--- src/shared/pps_regs.svh ---
// register offsets, field positions, reset values and sizes of the pin select
`ifndef PPS_REGS_SVH
`define PPS_REGS_SVH

// byte offsets of the selector and status registers on the register bus
`define PPS_OFF_CAP_LO      32'h0000_0000
`define PPS_OFF_CAP_HI      32'h0000_0004
`define PPS_OFF_FAULT       32'h0000_0008
`define PPS_OFF_TCLK        32'h0000_000c
`define PPS_OFF_TAMPER      32'h0000_0010
`define PPS_OFF_CAP_FIVE    32'h0000_0014
`define PPS_OFF_STATUS      32'h0000_0018

// register index taken from a byte address, and its place in the address
`define PPS_IDX_W           3
`define PPS_IDX_LSB         2
`define PPS_IDX_NONE        3'h7

// selector field layout inside a register
`define PPS_SEL_W           6
`define PPS_LO_LSB          0
`define PPS_HI_LSB          8
`define PPS_SEL_RST         6'h3f

// number of remappable pins and the level of an unconnected input
`define PPS_NUM_PINS        48
`define PPS_INACTIVE        1'b0

// number of routed peripheral inputs
`define PPS_NSEL            11

`endif

--- src/shared/pps_pkg.sv ---
// types shared by the pin select modules
package pps_pkg;
   typedef logic [5:0]  pps_sel_t;
   typedef logic [2:0]  pps_idx_t;
   typedef logic [31:0] pps_word_t;

   // routed peripheral inputs, also the bit order of the status register
   typedef enum int {
      PPS_CAP_ONE,
      PPS_CAP_TWO,
      PPS_CAP_THREE,
      PPS_CAP_FOUR,
      PPS_CAP_FIVE,
      PPS_FAULT_A,
      PPS_FAULT_B,
      PPS_TCLK_A,
      PPS_TCLK_B,
      PPS_TAMPER,
      PPS_REFCLK
   } pps_periph_t;

   // bus slave states
   typedef enum logic {
      PPS_ST_IDLE,
      PPS_ST_RD
   } pps_state_t;
endpackage

--- src/shared/pps_if.sv ---
// carriers between the pin select register file, bus slave and multiplexer
`timescale 1ns/1ps
`include "pps_regs.svh"

interface pps_acc_if;
   logic                wr_en;
   pps_pkg::pps_word_t  wr_data;
   pps_pkg::pps_word_t  addr;
   pps_pkg::pps_word_t  rd_data;

   modport slave (output wr_en, output wr_data, output addr,
                  input rd_data);
   modport regs  (input wr_en, input wr_data, input addr,
                  output rd_data);
endinterface

interface pps_sel_if;
   pps_pkg::pps_sel_t      sel [`PPS_NSEL];
   logic [`PPS_NSEL-1:0]   level;

   modport regs (output sel, input level);
   modport mux  (input sel, output level);
endinterface

--- src/hw/pps_ahb_slave.sv ---
// ahb-lite slave front end for the pin select registers
`timescale 1ns/1ps
`include "pps_regs.svh"

module pps_ahb_slave (
   // clock and reset
   input  wire logic                core_clk_i,
   input  wire logic                rst_n_i,
   // ahb-lite slave side
   input  wire logic                hsel_i,
   input  wire pps_pkg::pps_word_t  haddr_i,
   input  wire logic [1:0]          htrans_i,
   input  wire logic                hwrite_i,
   input  wire pps_pkg::pps_word_t  hwdata_i,
   input  wire logic                hready_i,
   output      logic                hreadyout_o,
   output      logic                hresp_o,
   output      pps_pkg::pps_word_t  hrdata_o,
   // register file access
   pps_acc_if.slave                 acc
);
   import pps_pkg::*;

   pps_state_t  st_q;
   logic        hready_q;
   logic        wr_pend_q;
   pps_word_t   addr_q;
   pps_word_t   hrdata_q;
   logic        take;

   // nonseq or seq address phase accepted while the bus is ready
   assign take = hsel_i & htrans_i[1] & hready_i;

   // a read costs one wait state so read data always come from a flop
   always_ff @(posedge core_clk_i or negedge rst_n_i) begin
      if (!rst_n_i) begin
         st_q     <= PPS_ST_IDLE;
         hready_q <= 1'b1;
      end else begin
         unique case (st_q)
            PPS_ST_IDLE: begin
               if (take && !hwrite_i) begin
                  st_q     <= PPS_ST_RD;
                  hready_q <= 1'b0;
               end
            end
            PPS_ST_RD: begin
               st_q     <= PPS_ST_IDLE;
               hready_q <= 1'b1;
            end
         endcase
      end
   end

   // address and write flag of the accepted transfer
   always_ff @(posedge core_clk_i or negedge rst_n_i) begin
      if (!rst_n_i) begin
         addr_q    <= 32'h0000_0000;
         wr_pend_q <= 1'b0;
      end else begin
         wr_pend_q <= take & hwrite_i;
         if (take) begin
            addr_q <= haddr_i;
         end
      end
   end

   // read data sampled in the wait state, after any earlier write landed
   always_ff @(posedge core_clk_i or negedge rst_n_i) begin
      if (!rst_n_i) begin
         hrdata_q <= 32'h0000_0000;
      end else if (st_q == PPS_ST_RD) begin
         hrdata_q <= acc.rd_data;
      end
   end

   // write commits at the end of its data phase, when hwdata stands
   assign acc.wr_en   = wr_pend_q;
   assign acc.wr_data = hwdata_i;
   assign acc.addr    = addr_q;

   assign hreadyout_o = hready_q;
   assign hresp_o     = 1'b0;  // every answer is okay
   assign hrdata_o    = hrdata_q;
endmodule

--- src/hw/pps_pin_mux.sv ---
// registered input multiplexers from remappable pins to peripheral inputs
`timescale 1ns/1ps
`include "pps_regs.svh"

module pps_pin_mux (
   // clock and reset
   input  wire logic                     core_clk_i,
   input  wire logic                     rst_n_i,
   // remappable pins
   input  wire logic [`PPS_NUM_PINS-1:0] pins_i,
   // selectors in, routed levels out
   pps_sel_if.mux                        sel_if
);
   import pps_pkg::*;

   logic [`PPS_NSEL-1:0] level_q;

   // index into the pins; codes past the last pin give the idle level
   function automatic logic pick(input logic [`PPS_NUM_PINS-1:0] p,
                                 input pps_sel_t s);
      logic r;
      r = `PPS_INACTIVE;
      if (int'(s) < `PPS_NUM_PINS) begin
         r = p[s];
      end
      return r;
   endfunction

   // one flop per routed input keeps the output glitch free on reselect
   always_ff @(posedge core_clk_i or negedge rst_n_i) begin
      if (!rst_n_i) begin
         level_q <= '0;
      end else begin
         for (int k = 0; k < `PPS_NSEL; k++) begin
            level_q[k] <= pick(pins_i, sel_if.sel[k]);
         end
      end
   end

   assign sel_if.level = level_q;
endmodule

--- src/hw/pps_top.sv ---
// input pin select: selector registers and routing to peripheral inputs
//
// Overview of operation
// capture one follows first register low selector
// capture two follows first register high selector
// capture three follows second register low selector
// capture four follows second register high selector
// capture five follows own low selector
// fault A input follows fault low selector
// fault B input follows fault high selector
// timer clock A follows clock low selector
// timer clock B follows clock high selector
// tamper input follows tamper high selector
// reference clock follows tamper low selector
// selectors read/write, reset to all ones
// unused bits ignore writes, read zero
// out-of-range selector gives inactive level
// new selector acts the cycle after write
`timescale 1ns/1ps
`include "pps_regs.svh"

module pps_top (
   // clock and reset
   input  wire logic                     core_clk_i,
   input  wire logic                     rst_n_i,
   // ahb-lite register bus
   input  wire logic                     hsel_i,
   input  wire pps_pkg::pps_word_t       haddr_i,
   input  wire logic [1:0]               htrans_i,
   input  wire logic                     hwrite_i,
   input  wire logic [2:0]               hsize_i,
   input  wire pps_pkg::pps_word_t       hwdata_i,
   input  wire logic                     hready_i,
   output      logic                     hreadyout_o,
   output      logic                     hresp_o,
   output      pps_pkg::pps_word_t       hrdata_o,
   // remappable device pins
   input  wire logic [`PPS_NUM_PINS-1:0] remappable_io_pin_i,
   // capture inputs of the capture/compare modules
   output      logic                     capture_one_input_o,
   output      logic                     capture_two_input_o,
   output      logic                     capture_three_input_o,
   output      logic                     capture_four_input_o,
   output      logic                     capture_five_input_o,
   // output compare fault inputs
   output      logic                     compare_fault_a_input_o,
   output      logic                     compare_fault_b_input_o,
   // external clocks of the capture/compare timers
   output      logic                     timer_ext_clock_a_o,
   output      logic                     timer_ext_clock_b_o,
   // tamper and reference clock inputs
   output      logic                     tamper_detect_input_o,
   output      logic                     reference_clock_input_o
);
   import pps_pkg::*;

   pps_acc_if acc ();
   pps_sel_if sel_if ();

   // selectors, bus index and read image
   pps_sel_t             sel_q   [`PPS_NSEL];
   pps_idx_t             acc_idx;
   pps_word_t            rd_word;
   // write strobe and incoming field of each selector
   logic [`PPS_NSEL-1:0] sel_we;
   pps_sel_t             sel_new [`PPS_NSEL];

   // byte address to register index; anything off the map is none
   function automatic pps_idx_t reg_index(input pps_word_t a);
      pps_idx_t r;
      r = `PPS_IDX_NONE;
      unique case (a)
         `PPS_OFF_CAP_LO:   r = pps_idx_t'(`PPS_OFF_CAP_LO >> 2);
         `PPS_OFF_CAP_HI:   r = pps_idx_t'(`PPS_OFF_CAP_HI >> 2);
         `PPS_OFF_FAULT:    r = pps_idx_t'(`PPS_OFF_FAULT >> 2);
         `PPS_OFF_TCLK:     r = pps_idx_t'(`PPS_OFF_TCLK >> 2);
         `PPS_OFF_TAMPER:   r = pps_idx_t'(`PPS_OFF_TAMPER >> 2);
         `PPS_OFF_CAP_FIVE: r = pps_idx_t'(`PPS_OFF_CAP_FIVE >> 2);
         `PPS_OFF_STATUS:   r = pps_idx_t'(`PPS_OFF_STATUS >> 2);
         default:           r = `PPS_IDX_NONE;
      endcase
      return r;
   endfunction

   // register that holds a given selector
   function automatic pps_idx_t sel_reg(input int k);
      pps_word_t off;
      off = `PPS_OFF_CAP_LO;
      unique case (k)
         PPS_CAP_ONE, PPS_CAP_TWO:     off = `PPS_OFF_CAP_LO;
         PPS_CAP_THREE, PPS_CAP_FOUR:  off = `PPS_OFF_CAP_HI;
         PPS_CAP_FIVE:                 off = `PPS_OFF_CAP_FIVE;
         PPS_FAULT_A, PPS_FAULT_B:     off = `PPS_OFF_FAULT;
         PPS_TCLK_A, PPS_TCLK_B:       off = `PPS_OFF_TCLK;
         PPS_TAMPER, PPS_REFCLK:       off = `PPS_OFF_TAMPER;
         default:                      off = `PPS_OFF_STATUS;
      endcase
      return reg_index(off);
   endfunction

   // lowest bit of a selector within its register
   function automatic int sel_lsb(input int k);
      int r;
      r = `PPS_LO_LSB;
      unique case (k)
         PPS_CAP_TWO, PPS_CAP_FOUR, PPS_FAULT_B, PPS_TCLK_B,
         PPS_TAMPER:  r = `PPS_HI_LSB;
         default:     r = `PPS_LO_LSB;
      endcase
      return r;
   endfunction

   // bus front end; a read stalls one cycle, a write none
   pps_ahb_slave u_slave (
      .core_clk_i  (core_clk_i),
      .rst_n_i     (rst_n_i),
      .hsel_i      (hsel_i),
      .haddr_i     (haddr_i),
      .htrans_i    (htrans_i),
      .hwrite_i    (hwrite_i),
      .hwdata_i    (hwdata_i),
      .hready_i    (hready_i),
      .hreadyout_o (hreadyout_o),
      .hresp_o     (hresp_o),
      .hrdata_o    (hrdata_o),
      .acc         (acc)
   );

   // only whole words are expected; narrower sizes are treated as words
   assign acc_idx = reg_index(acc.addr);

   // write strobe and new field of each selector; bits 7-6, 15-14 and 31-16
   // have no storage, so writes to them fall away
   always_comb begin
      for (int k = 0; k < `PPS_NSEL; k++) begin
         sel_we[k]  = acc.wr_en && (acc_idx == sel_reg(k));
         sel_new[k] = acc.wr_data[sel_lsb(k) +: `PPS_SEL_W];
      end
   end

   // capture one: low field, first capture register
   // one process per selector, so a write touches its own field only
   // reset points past the last pin, so every input starts inactive
   always_ff @(posedge core_clk_i or negedge rst_n_i) begin
      if (!rst_n_i) begin
         sel_q[PPS_CAP_ONE] <= `PPS_SEL_RST;
      end else if (sel_we[PPS_CAP_ONE]) begin
         sel_q[PPS_CAP_ONE] <= sel_new[PPS_CAP_ONE];
      end
   end

   // capture two: high field, first capture register
   // lands in the same write as capture one
   always_ff @(posedge core_clk_i or negedge rst_n_i) begin
      if (!rst_n_i) begin
         sel_q[PPS_CAP_TWO] <= `PPS_SEL_RST;
      end else if (sel_we[PPS_CAP_TWO]) begin
         sel_q[PPS_CAP_TWO] <= sel_new[PPS_CAP_TWO];
      end
   end

   // capture three: low field, second capture register
   // a partial word write is not possible
   always_ff @(posedge core_clk_i or negedge rst_n_i) begin
      if (!rst_n_i) begin
         sel_q[PPS_CAP_THREE] <= `PPS_SEL_RST;
      end else if (sel_we[PPS_CAP_THREE]) begin
         sel_q[PPS_CAP_THREE] <= sel_new[PPS_CAP_THREE];
      end
   end

   // capture four: high field, second capture register
   // lands in the same write as capture three
   always_ff @(posedge core_clk_i or negedge rst_n_i) begin
      if (!rst_n_i) begin
         sel_q[PPS_CAP_FOUR] <= `PPS_SEL_RST;
      end else if (sel_we[PPS_CAP_FOUR]) begin
         sel_q[PPS_CAP_FOUR] <= sel_new[PPS_CAP_FOUR];
      end
   end

   // capture five: low field of its own register
   // the whole upper part of that register has no storage
   // and reads as zero
   always_ff @(posedge core_clk_i or negedge rst_n_i) begin
      if (!rst_n_i) begin
         sel_q[PPS_CAP_FIVE] <= `PPS_SEL_RST;
      end else if (sel_we[PPS_CAP_FIVE]) begin
         sel_q[PPS_CAP_FIVE] <= sel_new[PPS_CAP_FIVE];
      end
   end

   // fault a: low field, fault register
   // kept inactive until software picks a pin
   always_ff @(posedge core_clk_i or negedge rst_n_i) begin
      if (!rst_n_i) begin
         sel_q[PPS_FAULT_A] <= `PPS_SEL_RST;
      end else if (sel_we[PPS_FAULT_A]) begin
         sel_q[PPS_FAULT_A] <= sel_new[PPS_FAULT_A];
      end
   end

   // fault b: high field, fault register
   // lands in the same write as fault a
   always_ff @(posedge core_clk_i or negedge rst_n_i) begin
      if (!rst_n_i) begin
         sel_q[PPS_FAULT_B] <= `PPS_SEL_RST;
      end else if (sel_we[PPS_FAULT_B]) begin
         sel_q[PPS_FAULT_B] <= sel_new[PPS_FAULT_B];
      end
   end

   // timer clock a: low field, clock register
   // a reselect may cut one clock pulse short
   always_ff @(posedge core_clk_i or negedge rst_n_i) begin
      if (!rst_n_i) begin
         sel_q[PPS_TCLK_A] <= `PPS_SEL_RST;
      end else if (sel_we[PPS_TCLK_A]) begin
         sel_q[PPS_TCLK_A] <= sel_new[PPS_TCLK_A];
      end
   end

   // timer clock b: high field, clock register
   // lands in the same write as clock a
   always_ff @(posedge core_clk_i or negedge rst_n_i) begin
      if (!rst_n_i) begin
         sel_q[PPS_TCLK_B] <= `PPS_SEL_RST;
      end else if (sel_we[PPS_TCLK_B]) begin
         sel_q[PPS_TCLK_B] <= sel_new[PPS_TCLK_B];
      end
   end

   // tamper: high field, tamper register
   // note the reversed order against the other pairs
   always_ff @(posedge core_clk_i or negedge rst_n_i) begin
      if (!rst_n_i) begin
         sel_q[PPS_TAMPER] <= `PPS_SEL_RST;
      end else if (sel_we[PPS_TAMPER]) begin
         sel_q[PPS_TAMPER] <= sel_new[PPS_TAMPER];
      end
   end

   // reference clock: low field, tamper register
   // lands in the same write as tamper
   always_ff @(posedge core_clk_i or negedge rst_n_i) begin
      if (!rst_n_i) begin
         sel_q[PPS_REFCLK] <= `PPS_SEL_RST;
      end else if (sel_we[PPS_REFCLK]) begin
         sel_q[PPS_REFCLK] <= sel_new[PPS_REFCLK];
      end
   end

   // read image: selectors and status levels in place, every other bit zero
   always_comb begin
      rd_word = '0;
      for (int k = 0; k < `PPS_NSEL; k++) begin
         if (acc_idx == sel_reg(k)) begin
            rd_word[sel_lsb(k) +: `PPS_SEL_W] = sel_q[k];
         end
      end
      // status shows the levels currently delivered to the peripherals
      if (acc_idx == reg_index(`PPS_OFF_STATUS)) begin
         rd_word[`PPS_NSEL-1:0] = sel_if.level;
      end
   end

   assign acc.rd_data = rd_word;

   // selectors go straight to the multiplexer, no shadow copy
   always_comb begin
      for (int k = 0; k < `PPS_NSEL; k++) begin
         sel_if.sel[k] = sel_q[k];
      end
   end

   // the routing flop adds one cycle of latency but no combinational path
   // from the pins to peripheral logic, which eases timing closure
   pps_pin_mux u_mux (
      .core_clk_i (core_clk_i),
      .rst_n_i    (rst_n_i),
      .pins_i     (remappable_io_pin_i),
      .sel_if     (sel_if)
   );

   // capture inputs
   assign capture_one_input_o     = sel_if.level[PPS_CAP_ONE];
   assign capture_two_input_o     = sel_if.level[PPS_CAP_TWO];
   assign capture_three_input_o   = sel_if.level[PPS_CAP_THREE];
   assign capture_four_input_o    = sel_if.level[PPS_CAP_FOUR];
   assign capture_five_input_o    = sel_if.level[PPS_CAP_FIVE];

   // fault inputs
   assign compare_fault_a_input_o = sel_if.level[PPS_FAULT_A];
   assign compare_fault_b_input_o = sel_if.level[PPS_FAULT_B];

   // timer clocks; these are sampled levels, not clock nets
   assign timer_ext_clock_a_o     = sel_if.level[PPS_TCLK_A];
   assign timer_ext_clock_b_o     = sel_if.level[PPS_TCLK_B];

   // tamper and reference clock
   assign tamper_detect_input_o   = sel_if.level[PPS_TAMPER];
   assign reference_clock_input_o = sel_if.level[PPS_REFCLK];
endmodule

--- config.mk ---
export PLATFORM = sky130hd
export DESIGN_NAME = pps_top
export DESIGN_NICKNAME = d
export VERILOG_FILES = /design/src/shared/pps_pkg.sv /design/src/shared/pps_if.sv /design/src/hw/pps_ahb_slave.sv /design/src/hw/pps_pin_mux.sv /design/src/hw/pps_top.sv
export VERILOG_INCLUDE_DIRS = /design/src /design/src/shared
export SDC_FILE = /design/constraint.sdc
export NUM_CORES = 1
export LEC_CHECK = 0
export ABC_AREA = 1
export BUFFER_PORTS_ARGS = -buffer_cell sky130_fd_sc_hd__buf_4
export CORE_MARGIN = 5
export CORE_UTILIZATION = 42
export CTS_BUF_LIST = sky130_fd_sc_hd__clkbuf_4 sky130_fd_sc_hd__clkbuf_8
export DETAILED_ROUTE_END_ITERATION = 8
export PLACE_DENSITY = 0.64
export SETUP_SLACK_MARGIN = 0.4
export SLEW_MARGIN = 20
export SYNTH_ARGS = -nofsm -noshare
export SYNTH_HDL_FRONTEND = slang
export SYNTH_SLANG_ARGS = --single-unit
--- constraint.sdc ---
create_clock -name core_clk_i -period 2.4 [get_ports core_clk_i]
set_input_delay 0.24 -clock core_clk_i [delete_from_list [all_inputs] [get_ports core_clk_i]]
set_output_delay 0.24 -clock core_clk_i [all_outputs]
set_load 0.05 [all_outputs]
==> impl_metrics.yaml, run 1 <==
logic_synthesis:
  muxShareOfSynthArea_pct: 1.39
  yosysSeqAreaShare_pct: 30.7
  yosys.area.top_type: "dfstp_2"
  synthSimpleGateAreaFrac_pct: 26.6
  ys_ff_latch: 126
  synth_warnings: 0
  synth_top_family_by_area: "compound AO/OA/AOI/OAI gates"
  avgSynthCellArea_um2: 6.56
  synth_area_um2: 10600
  synth_compound_area_share_pct: 29.3
  syn_inst: 1609
  synth_fa_ha_area_share_pct: 0
  synth_top_area_share_pct: 16.7
  synth_xor_area_share_pct: 0
  synthTopCellsByArea: "dfstp_2, dfrtp_1, nand3_1"
  synth.distinct_cells: 32
global_route:
  met2_usage_pct: 42.4
  antenna_found_initial: 3
  grt_pass1_vias: 10301
  grt_overflow: 0
  use_met1_pct: 39.6
  grt_pass1_wl_um: 62100
  busiest_layer: "met2"
  use_met3_pct: 6.31
  grt_usage_pct: 28.4
  grt_max_degree: 45
power:
  power_mw: 5.46
  powerDensity_nw_per_um2: 453
  p_leak_nw: 6.06
  ir_drop_v: 0.000441
floorplanning:
  die_w_um: 168
  die_y_um: 168
  initial_utilization_pct: 42.3
  pin_count: 167
  coreArea_um2: 25000
  dieArea_um2: 28400
  rows: 58
setup_path:
  cp_max_fo: 28
  cp-end-kind: "register"
  cp_data_required_time_ns: 2.69
  worst_setup_path_start_kind: "register"
  cp_data_arrival_time_ns: 2.18
  worst-setup-path-type: "register to register"
route:
  final_antenna_net_count: 0
  routed_wl_um: 42200
  via_count: 11742
  vias_per_cell: 5.91
  firstDrtPassIters: 6
  drc: 0
  wl_per_cell_um: 21.3
  drt-initial-drc-count: 1789
cts:
  cts.clk_slew.worst_paths_ns: 0.09
  root_buffer: "clkbuf_8"
  numCtsBuffers: 17
  cts_tree: "done"
  clk_latency_ns: 0.44
  htreeDepth: 4
  ctsLongestPathBuffers: 2
  clock_sinks: 126
run:
  max_cap_violations: 0
sta:
  finalHoldViolCount: 0
  slew_violations: 0
  tightest_slew_ns: 0.845
  skew_ns: 0.0186
  timing.fmax_ghz: 0.528
  fin_tns_setup_ns: 0
  min_period_ns: 1.89
  worst_slack_ns: 0.507
  rsz0062_at_grt: "no"
  slew-limit-headroom_pct: 43.6
  setup_viol_count_final: 0
  min_period_over_period_pct: 78.9
final_layout:
  fin_cells: 1986
  area_growth_pct: 14.3
  n_antenna_cell: 0
  nNetsFinal: 1765
  largest_reg_flops: 66
  layout_common_cells: "nand2_1, nand3_1, o21ai_0"
  layout_commonest_cell: "nand2_1"
  drive_gt1_share_pct: 19.7
  nFillCells: 2616
placement:
  globalplace.congestion: 0.992
  io_buffers: 123
  preCtsSetupSlack_ns: 0.495
  dp_hpwl_um: 28600
  dpl.cell_count: 1943
hold_path:
  hp-class: "input pin to register"
run_status:
  status: "finished clean"
==> stage by stage <==
stage | hold slack (ns) | util [%] | area, µm²
final | 0.0218 | 48.3 | 12100
after floorplan | -0.0556 | - | 10600
after global placement | 0.267 | 45.8 | 11400
after global routing | 0.00236 | 48.3 | 12100
after detailed placement | 0.268 | 45.8 | 11400
after CTS | 0.00252 | 47.8 | 11900
==> metal layers <==
layer / vias up / part of all wire [%]
met5: - / 0
li1: 5566 / -
met1: 5317 / 40
met2: 744 / 43
met4: 0 / 4.2
met3: 115 / 13
==> cells by family (layout without fill, tap and decap cells) <==
kind of cell           Yosys count  after routing
and+or+nand+nor                606            606
AOI/OAI and AO/OA              571            571
buffers and inverters          292            321
DFF                            126            126
muxes                           13             13
other                            1             19
==> worst paths after layout <==
kind	cells past startpoint	to	start	slack [ns]
worst min register to register	2	u_slave.hrdata_o[2]	u_slave.hrdata_o[2]	0.49
worst min-delay path	2	u_slave.acc.addr[21]	haddr_i[21]	0.02
worst max register to register	8	u_mux.sel_if.level[7]	sel_if.sel[18]	0.51
min in group asynchronous	2	u_mux.sel_if.level[8]	rst_n_i	0.33
max in group asynchronous	3	sel_if.sel[51]	rst_n_i	1.32
worst max-delay path	8	u_mux.sel_if.level[7]	sel_if.sel[18]	0.51
==> synth_stat cells (all sizes together) <==
cell type / count
mux2: 13
buf: 71
nand2: 257
dfrtp: 59
nand3b: 9
clkbuf: 100
conb: 1
o211ai: 67
a21oi: 219
nand3: 249
dfstp: 67
nor2: 74
nand4: 13
o21ai: 285
nor3: 4
inv: 121
==> area by class of cell <==
| cell class | instances | area [µm²] | share of cell area [%] |
|---|---|---|---|
| clock buffer | 17 | 234 | 1.94 |
| clock inverter | 15 | 256 | 2.13 |
| inverter | 121 | 454 | 3.77 |
| multi-input combinational | 1209 | 6130 | 50.8 |
| sequential | 126 | 3250 | 27.0 |
| tap | 330 | 413 | 3.42 |
| timing repair buffer | 168 | 1320 | 11.0 |
==> worst max-delay path, stage by stage (launching register included) <==
cell      delay, ns
dfstp_2        0.80
buf_4          0.23
a21oi_1        0.07
o21ai_0        0.12
nand3_1        0.10
nand3_1        0.12
nand3_1        0.08
nand3b_1       0.08
nand2_1        0.13
==> where the power goes <==
| group | switching [mW] | internal, mW |
|---|---|---|
| Combinational | 0.598 | 0.280 |
| Sequential | 0.0544 | 2.23 |
| Clock | 0.941 | 1.36 |
==> timing repair <==
action / in CTS / in global routing
gates resized for setup: 0 / 8
hold buffers: 2 / 1
setup buffers: 0 / 8
hold endpoints to repair: 10 / 1
endpoints found under the setup margin: 0 / 24
No activity file was read; power rests on OpenSTA's default activity.
==> inputs of run 2 (changes only) <==
- clock period: 2.4 -> 1.9 ns (I/O delays scaled with it)
==> run 2 against run 1 <==
- cell area grew 24%
- highest routed layer is now met5
- non-clock buffer count grew 175
- routed wire length grew 16%
- sequential power grew 28%
- critical endpoint is now sel_if.sel[46]
==> impl_metrics.yaml, run 2 (same netlist as run 1, synthesis figures left out) <==
setup_path:
  cp_data_required_time_ns: 2.26
  reg2reg_depth: 11
  critPathCapture: "sel_if.sel[46]"
  cp_slowest_stage_delay_ns: 0.37
  cp-end-kind: "register"
  startpoint: "u_slave.acc.addr[10]"
  cp_max_fo: 6
  critical_path.slowest_cell: "dfrtp_1"
  path_cells: "inv_1, nand2_1, nor2_2, nand2_4, nor2_4, buf_6, buf_12, nand3_4, clkbuf_16, nand2_1, o21ai_2"
  regToRegSetupSlack_ns: 0.10
  worst-setup-path-type: "register to register"
  crit_path_frequent_cell: "nand2_1"
  cp_data_arrival_time_ns: 2.15
  r2r-end: "sel_if.sel[46]"
  worst_setup_path_start_kind: "register"
  r2r_start: "u_slave.acc.addr[10]"
final_layout:
  regArea_um2: 3260
  n_antenna_cell: 0
  largest_reg_flops: 66
  fin_area_um2: 14900
  layout_common_cells: "nand3_1, buf_4, a21oi_1"
  drive_gt1_share_pct: 32.3
  area_growth_pct: 41.3
  nNetsFinal: 1944
  utilization_pct: 59.7
  nFillCells: 2272
  multi_input_area_um2: 6660
  layout_commonest_cell: "nand3_1"
sta:
  skew_ns: 0.0184
  fin_tns_setup_ns: 0
  slew_violations: 0
  tightest_slew_ns: 0.675
  worst_slack_ns: 0.104
  timing.fmax_ghz: 0.557
  finalHoldViolCount: 0
  min_period_ns: 1.80
  setup_viol_count_final: 0
  min_period_over_period_pct: 94.5
  slew-limit-headroom_pct: 55.0
  rsz0062_at_grt: "yes"
hold_path:
  hp-class: "input pin to register"
floorplanning:
  initial_utilization_pct: 42.3
  die_w_um: 168
  pin_count: 167
  die_y_um: 168
  coreArea_um2: 25000
  dieArea_um2: 28400
  rows: 58
cts:
  root_buffer: "clkbuf_8"
  cts.clk_slew.worst_paths_ns: 0.07
  cts_tree: "done"
  clk_latency_ns: 0.44
  numCtsBuffers: 17
  clock_sinks: 126
  ctsLongestPathBuffers: 2
  htreeDepth: 4
global_route:
  antenna_found_initial: 1
  grt_usage_pct: 30.7
  grt_max_degree: 46
  grt_overflow: 0
  grt_pass1_vias: 11581
  grt_pass1_wl_um: 67700
route:
  drc: 0
  routed_wl_um: 48800
  via_count: 13161
  drt-initial-drc-count: 1967
  final_antenna_net_count: 0
  vias_per_cell: 6.08
  firstDrtPassIters: 6
  wl_per_cell_um: 22.5
power:
  ir_drop_v: 0.000459
  powerDensity_nw_per_um2: 436
  p_leak_nw: 7.26
run:
  max_cap_violations: 0
placement:
  preCtsSetupSlack_ns: 0.0918
  dp_hpwl_um: 29400
  globalplace.congestion: 0.965
  placed_area_um2: 11900
  io_buffers: 123
run_status:
  status: "finished clean"
## run 2: repair_timing
item / in CTS / in global routing
buffers inserted: 60 / 25
endpoints found under the hold margin: 98 / 0
hold buffers: 33 / 0
pin swaps: 22 / 76
cloned: 14 / 23
setup endpoints to repair: 91 / 92
gates resized for setup: 99 / 157
## run 2: layout make-up
cell class,instances,share of cell area [%]
Clock buffer,20,1.80
Tap cell,330,2.77
Sequential cell,126,21.9
Clock inverter,12,0.781
Inverter,121,3.25
Timing Repair Buffer,343,24.8
Multi-Input combinational cell,1213,44.7
## run 2: critical path, delay by kind of cell (launching register included)
| kind | cells | cell delay (ns) |
|---|---|---|
| AOI/OAI and AO/OA | 1 | 0.06 |
| buffers and inverters | 4 | 0.58 |
| DFF | 1 | 0.37 |
| and+or+nand+nor | 6 | 0.71 |
## run 2: layer usage
metal | vias to the layer above | GRT usage, % | wire (µm)
met5 | - | 0 | 11
met3 | 229 | 6.82 | 6270
met2 | 939 | 47.0 | 21100
li1 | 5961 | - | -
met1 | 6030 | 41.0 | 18300
met4 | 2 | 15.0 | 3120
## run 2: worst min-delay path by stage
stage                      startpoint                     to  cells after the start
after floorplan               rst_n_i  u_mux.sel_if.level[0]                      0
after global placement        rst_n_i  u_mux.sel_if.level[8]                      1
after detailed placement      rst_n_i  u_mux.sel_if.level[8]                      1
after CTS                 haddr_i[14]   u_slave.acc.addr[14]                      3
after global routing      haddr_i[14]   u_slave.acc.addr[14]                      3
final                     haddr_i[14]   u_slave.acc.addr[14]                      3
## run 2: power by group
part | internal, mW | switching, mW
combinational | 0.487 | 0.829
sequential | 2.81 | 0.0969
clock | 1.12 | 1.15
total | 4.42 | 2.08
## run 2: stage by stage
| step | hold slack, ns | instances | power, mW |
|---|---|---|---|
| CTS | 0.0231 | 2117 | 6.42 |
| floorplan | -0.106 | 1627 | 3.54 |
| global route | 0.0424 | 2165 | 6.72 |
| global placement | 0.108 | 1978 | 4.04 |
| finish | 0.0441 | 2165 | 6.50 |
| detailed placement | 0.108 | 1978 | 4.06 |
==> inputs of run 3 (changes only) <==
--- a/config.mk
+++ b/config.mk
@@ -8,10 +8,10 @@
 export LEC_CHECK = 0
 export ABC_AREA = 1
-export BUFFER_PORTS_ARGS = -buffer_cell sky130_fd_sc_hd__buf_4
 export CORE_MARGIN = 5
 export CORE_UTILIZATION = 42
 export CTS_BUF_LIST = sky130_fd_sc_hd__clkbuf_4 sky130_fd_sc_hd__clkbuf_8
 export DETAILED_ROUTE_END_ITERATION = 8
-export PLACE_DENSITY = 0.64
+export DONT_BUFFER_PORTS = 1
+export PLACE_DENSITY = 0.58
 export SETUP_SLACK_MARGIN = 0.4
 export SLEW_MARGIN = 20
==> constraint.sdc (replaced) <==
create_clock -name core_clk_i -period 1.9 [get_ports core_clk_i]
set_input_delay 0.19 -clock core_clk_i [delete_from_list [all_inputs] [get_ports core_clk_i]]
set_output_delay 0.19 -clock core_clk_i [all_outputs]
set_load 0.005 [all_outputs]
==> run 3 against run 2 <==
- the flow now finishes with violations (hold timing)
- clock skew fell by 0.0061 ns
- die area unchanged
- utilization is 5.8 points lower
- routed wire length fell by 1.6%
- via count decreased by 5.7%
- cell count shrank 6.8%
- sequential share of layout area grew 2.3 points
- register-to-register slack improved by 0.04 ns
- power fell by 6.4%
- clock power up 5%
- fmax rose by 2.1%
- critical path type unchanged
- critical endpoint is now u_slave.hrdata_o[9]
- largest cell class unchanged
==> impl_metrics.yaml, run 3 (same netlist as run 1, synthesis figures left out) <==
run_status:
  status: "finished with violations"
  violations: "hold timing"
route:
  via_count: 12411
  routed_wl_um: 48000
  dr_wl_met2_um: 20800
  met3_length_um: 6340
  wl_per_cell_um: 23.8
  wl_met1_um: 18900
  drt-initial-drc-count: 1710
  drc: 0
  final_antenna_net_count: 0
  firstDrtPassIters: 7
  vias_per_cell: 6.15
  top_layer: "met5"
sta:
  setup_viol_count_final: 0
  slew-limit-headroom_pct: 57.1
  skew_ns: 0.0123
  timing.fmax_ghz: 0.568
  fin_tns_setup_ns: 0
  hold_ws_ns: -0.582
  finalHoldViolCount: 126
  rsz0062_at_grt: "yes"
  min_period_over_period_pct: 92.6
  slew_violations: 0
  min_period_ns: 1.76
  tightest_slew_ns: 0.642
cts:
  cts_tree: "done"
  ctsLongestPathBuffers: 2
  clock_sinks: 126
  root_buffer: "clkbuf_8"
  htreeDepth: 4
  numCtsBuffers: 17
  cts.clk_slew.worst_paths_ns: 0.09
  hold_buffers: 39
  clk_latency_ns: 0.46
setup_path:
  crit_buf_inv: 1
  cp_slowest_stage_delay_ns: 0.39
  cp_data_required_time_ns: 2.30
  worst-setup-path-type: "register to register"
  critical_path.slowest_cell: "dfrtp_1"
  cp_data_arrival_time_ns: 2.16
  cp-end-kind: "register"
  crit_path_frequent_cell: "nand2_1"
  cp_max_fo: 7
  path_delay_family: "simple AND/OR/NAND/NOR gates"
  regToRegSetupSlack_ns: 0.14
  path_cells: "nor2_2, nand2_2, nor2_4, nand2_4, nor3_4, buf_6, nand2_1, nand4_1, nand2_1, nand2_1"
  worst_setup_path_start_kind: "register"
final_layout:
  nFillCells: 2414
  fin_area_um2: 13500
  nNetsFinal: 1796
  largest_reg_flops: 66
  area_growth_pct: 27.6
  layout_commonest_cell: "nand3_1"
  drive_gt1_share_pct: 25.3
  layout_common_cells: "nand3_1, a21oi_1, nand2_1"
placement:
  placed_area_um2: 10800
  io_buffers: 0
  dp_hpwl_um: 29400
  globalplace.congestion: 0.995
power:
  power_mw: 6.09
  p_leak_nw: 6.41
  powerDensity_nw_per_um2: 452
  ir_drop_v: 0.000631
floorplanning:
  coreArea_um2: 25000
  pin_count: 167
  dieArea_um2: 28400
  initial_utilization_pct: 42.3
  rows: 58
  die_y_um: 168
  die_w_um: 168
hold_path:
  hp-class: "input pin to asynchronous set/reset pin"
global_route:
  grt_pass1_wl_um: 67100
  grt_max_degree: 127
  antenna_found_initial: 1
  grt_overflow: 0
  grt_usage_pct: 31.0
  grt_pass1_vias: 10802
run:
  max_cap_violations: 0
[run 3: cell count changes in the layout (fill, tap and decap cells not counted), moves of 7 or more]
cell | before | now
o21ai_0 | 180 | 192
buf_4 | 223 | 83
clkbuf_16 | 18 | 11
buf_12 | 30 | 21
buf_16 | 13 | 6
o21ai_1 | 62 | 49
clkinvlp_4 | 11 | 4
buf_6 | 22 | 29
[run 3: worst reg2reg max path, stage by stage (launching register included)]
cell	delay (ns)
dfrtp_1	0.39
nor2_2	0.19
nand2_2	0.09
nor2_4	0.13
nand2_4	0.11
nor3_4	0.29
buf_6	0.18
nand2_1	0.05
nand4_1	0.13
nand2_1	0.07
nand2_1	0.08
[run 3: layout make-up]
cell class / instances / area [µm²] / area share, %
Clock inverter: 15 / 154 / 1.14
Antenna cell: 1 / 2.50 / 0.0186
Inverter: 121 / 474 / 3.52
Sequential cell: 126 / 3260 / 24.2
Tap cell: 330 / 413 / 3.07
Timing Repair Buffer: 196 / 2300 / 17.1
Multi-Input combinational cell: 1212 / 6630 / 49.2
Clock buffer: 17 / 234 / 1.74
[run 3: timing repair]
item                       in CTS  in global routing
gates resized for setup        85                160
pin swaps                      18                 72
buffers inserted               48                 23
hold endpoints to repair      186                126
setup endpoints to repair      89                 91
gates cloned                   10                 16
[run 3: final timing paths]
path,cells after the start,from,endpoint
min,0,rst_n_i,u_mux.sel_if.level[8]
max reg2reg,10,u_slave.acc.addr[31],u_slave.hrdata_o[9]
max,10,u_slave.acc.addr[31],u_slave.hrdata_o[9]
min in group core_clk_i,2,hwdata_i[2],sel_if.sel[38]
min reg2reg,2,sel_if.sel[35],sel_if.sel[35]
max in group asynchronous,0,rst_n_i,sel_if.sel[46]
[run 3: stage by stage]
step	hold WS (ns)	util (%)	std cells	worst slack (ns)
after floorplan	-0.106	-	1627	0.386
after global placement	-0.101	43.3	1849	0.130
after detailed placement	-0.100	43.3	1849	0.0976
after CTS	-0.598	50.1	1978	0.189
after global routing	-0.611	53.9	2017	0.0230
final	-0.582	53.9	2018	0.141
[run 3: metal layers]
metal  track usage [%]  vias up
met3              8.57      158
met1              43.2     5746
met5                 0        -
li1                  -     5655
met4              11.0        2
met2              46.2      850
[run 3: power by group]
| group | total (mW) | internal [mW] | switching [mW] |
|---|---|---|---|
| combinational | 0.792 | 0.309 | 0.483 |
| sequential | 2.90 | 2.81 | 0.0855 |
| clock | 2.40 | 1.08 | 1.32 |
| total | 6.09 | 4.20 | 1.89 |
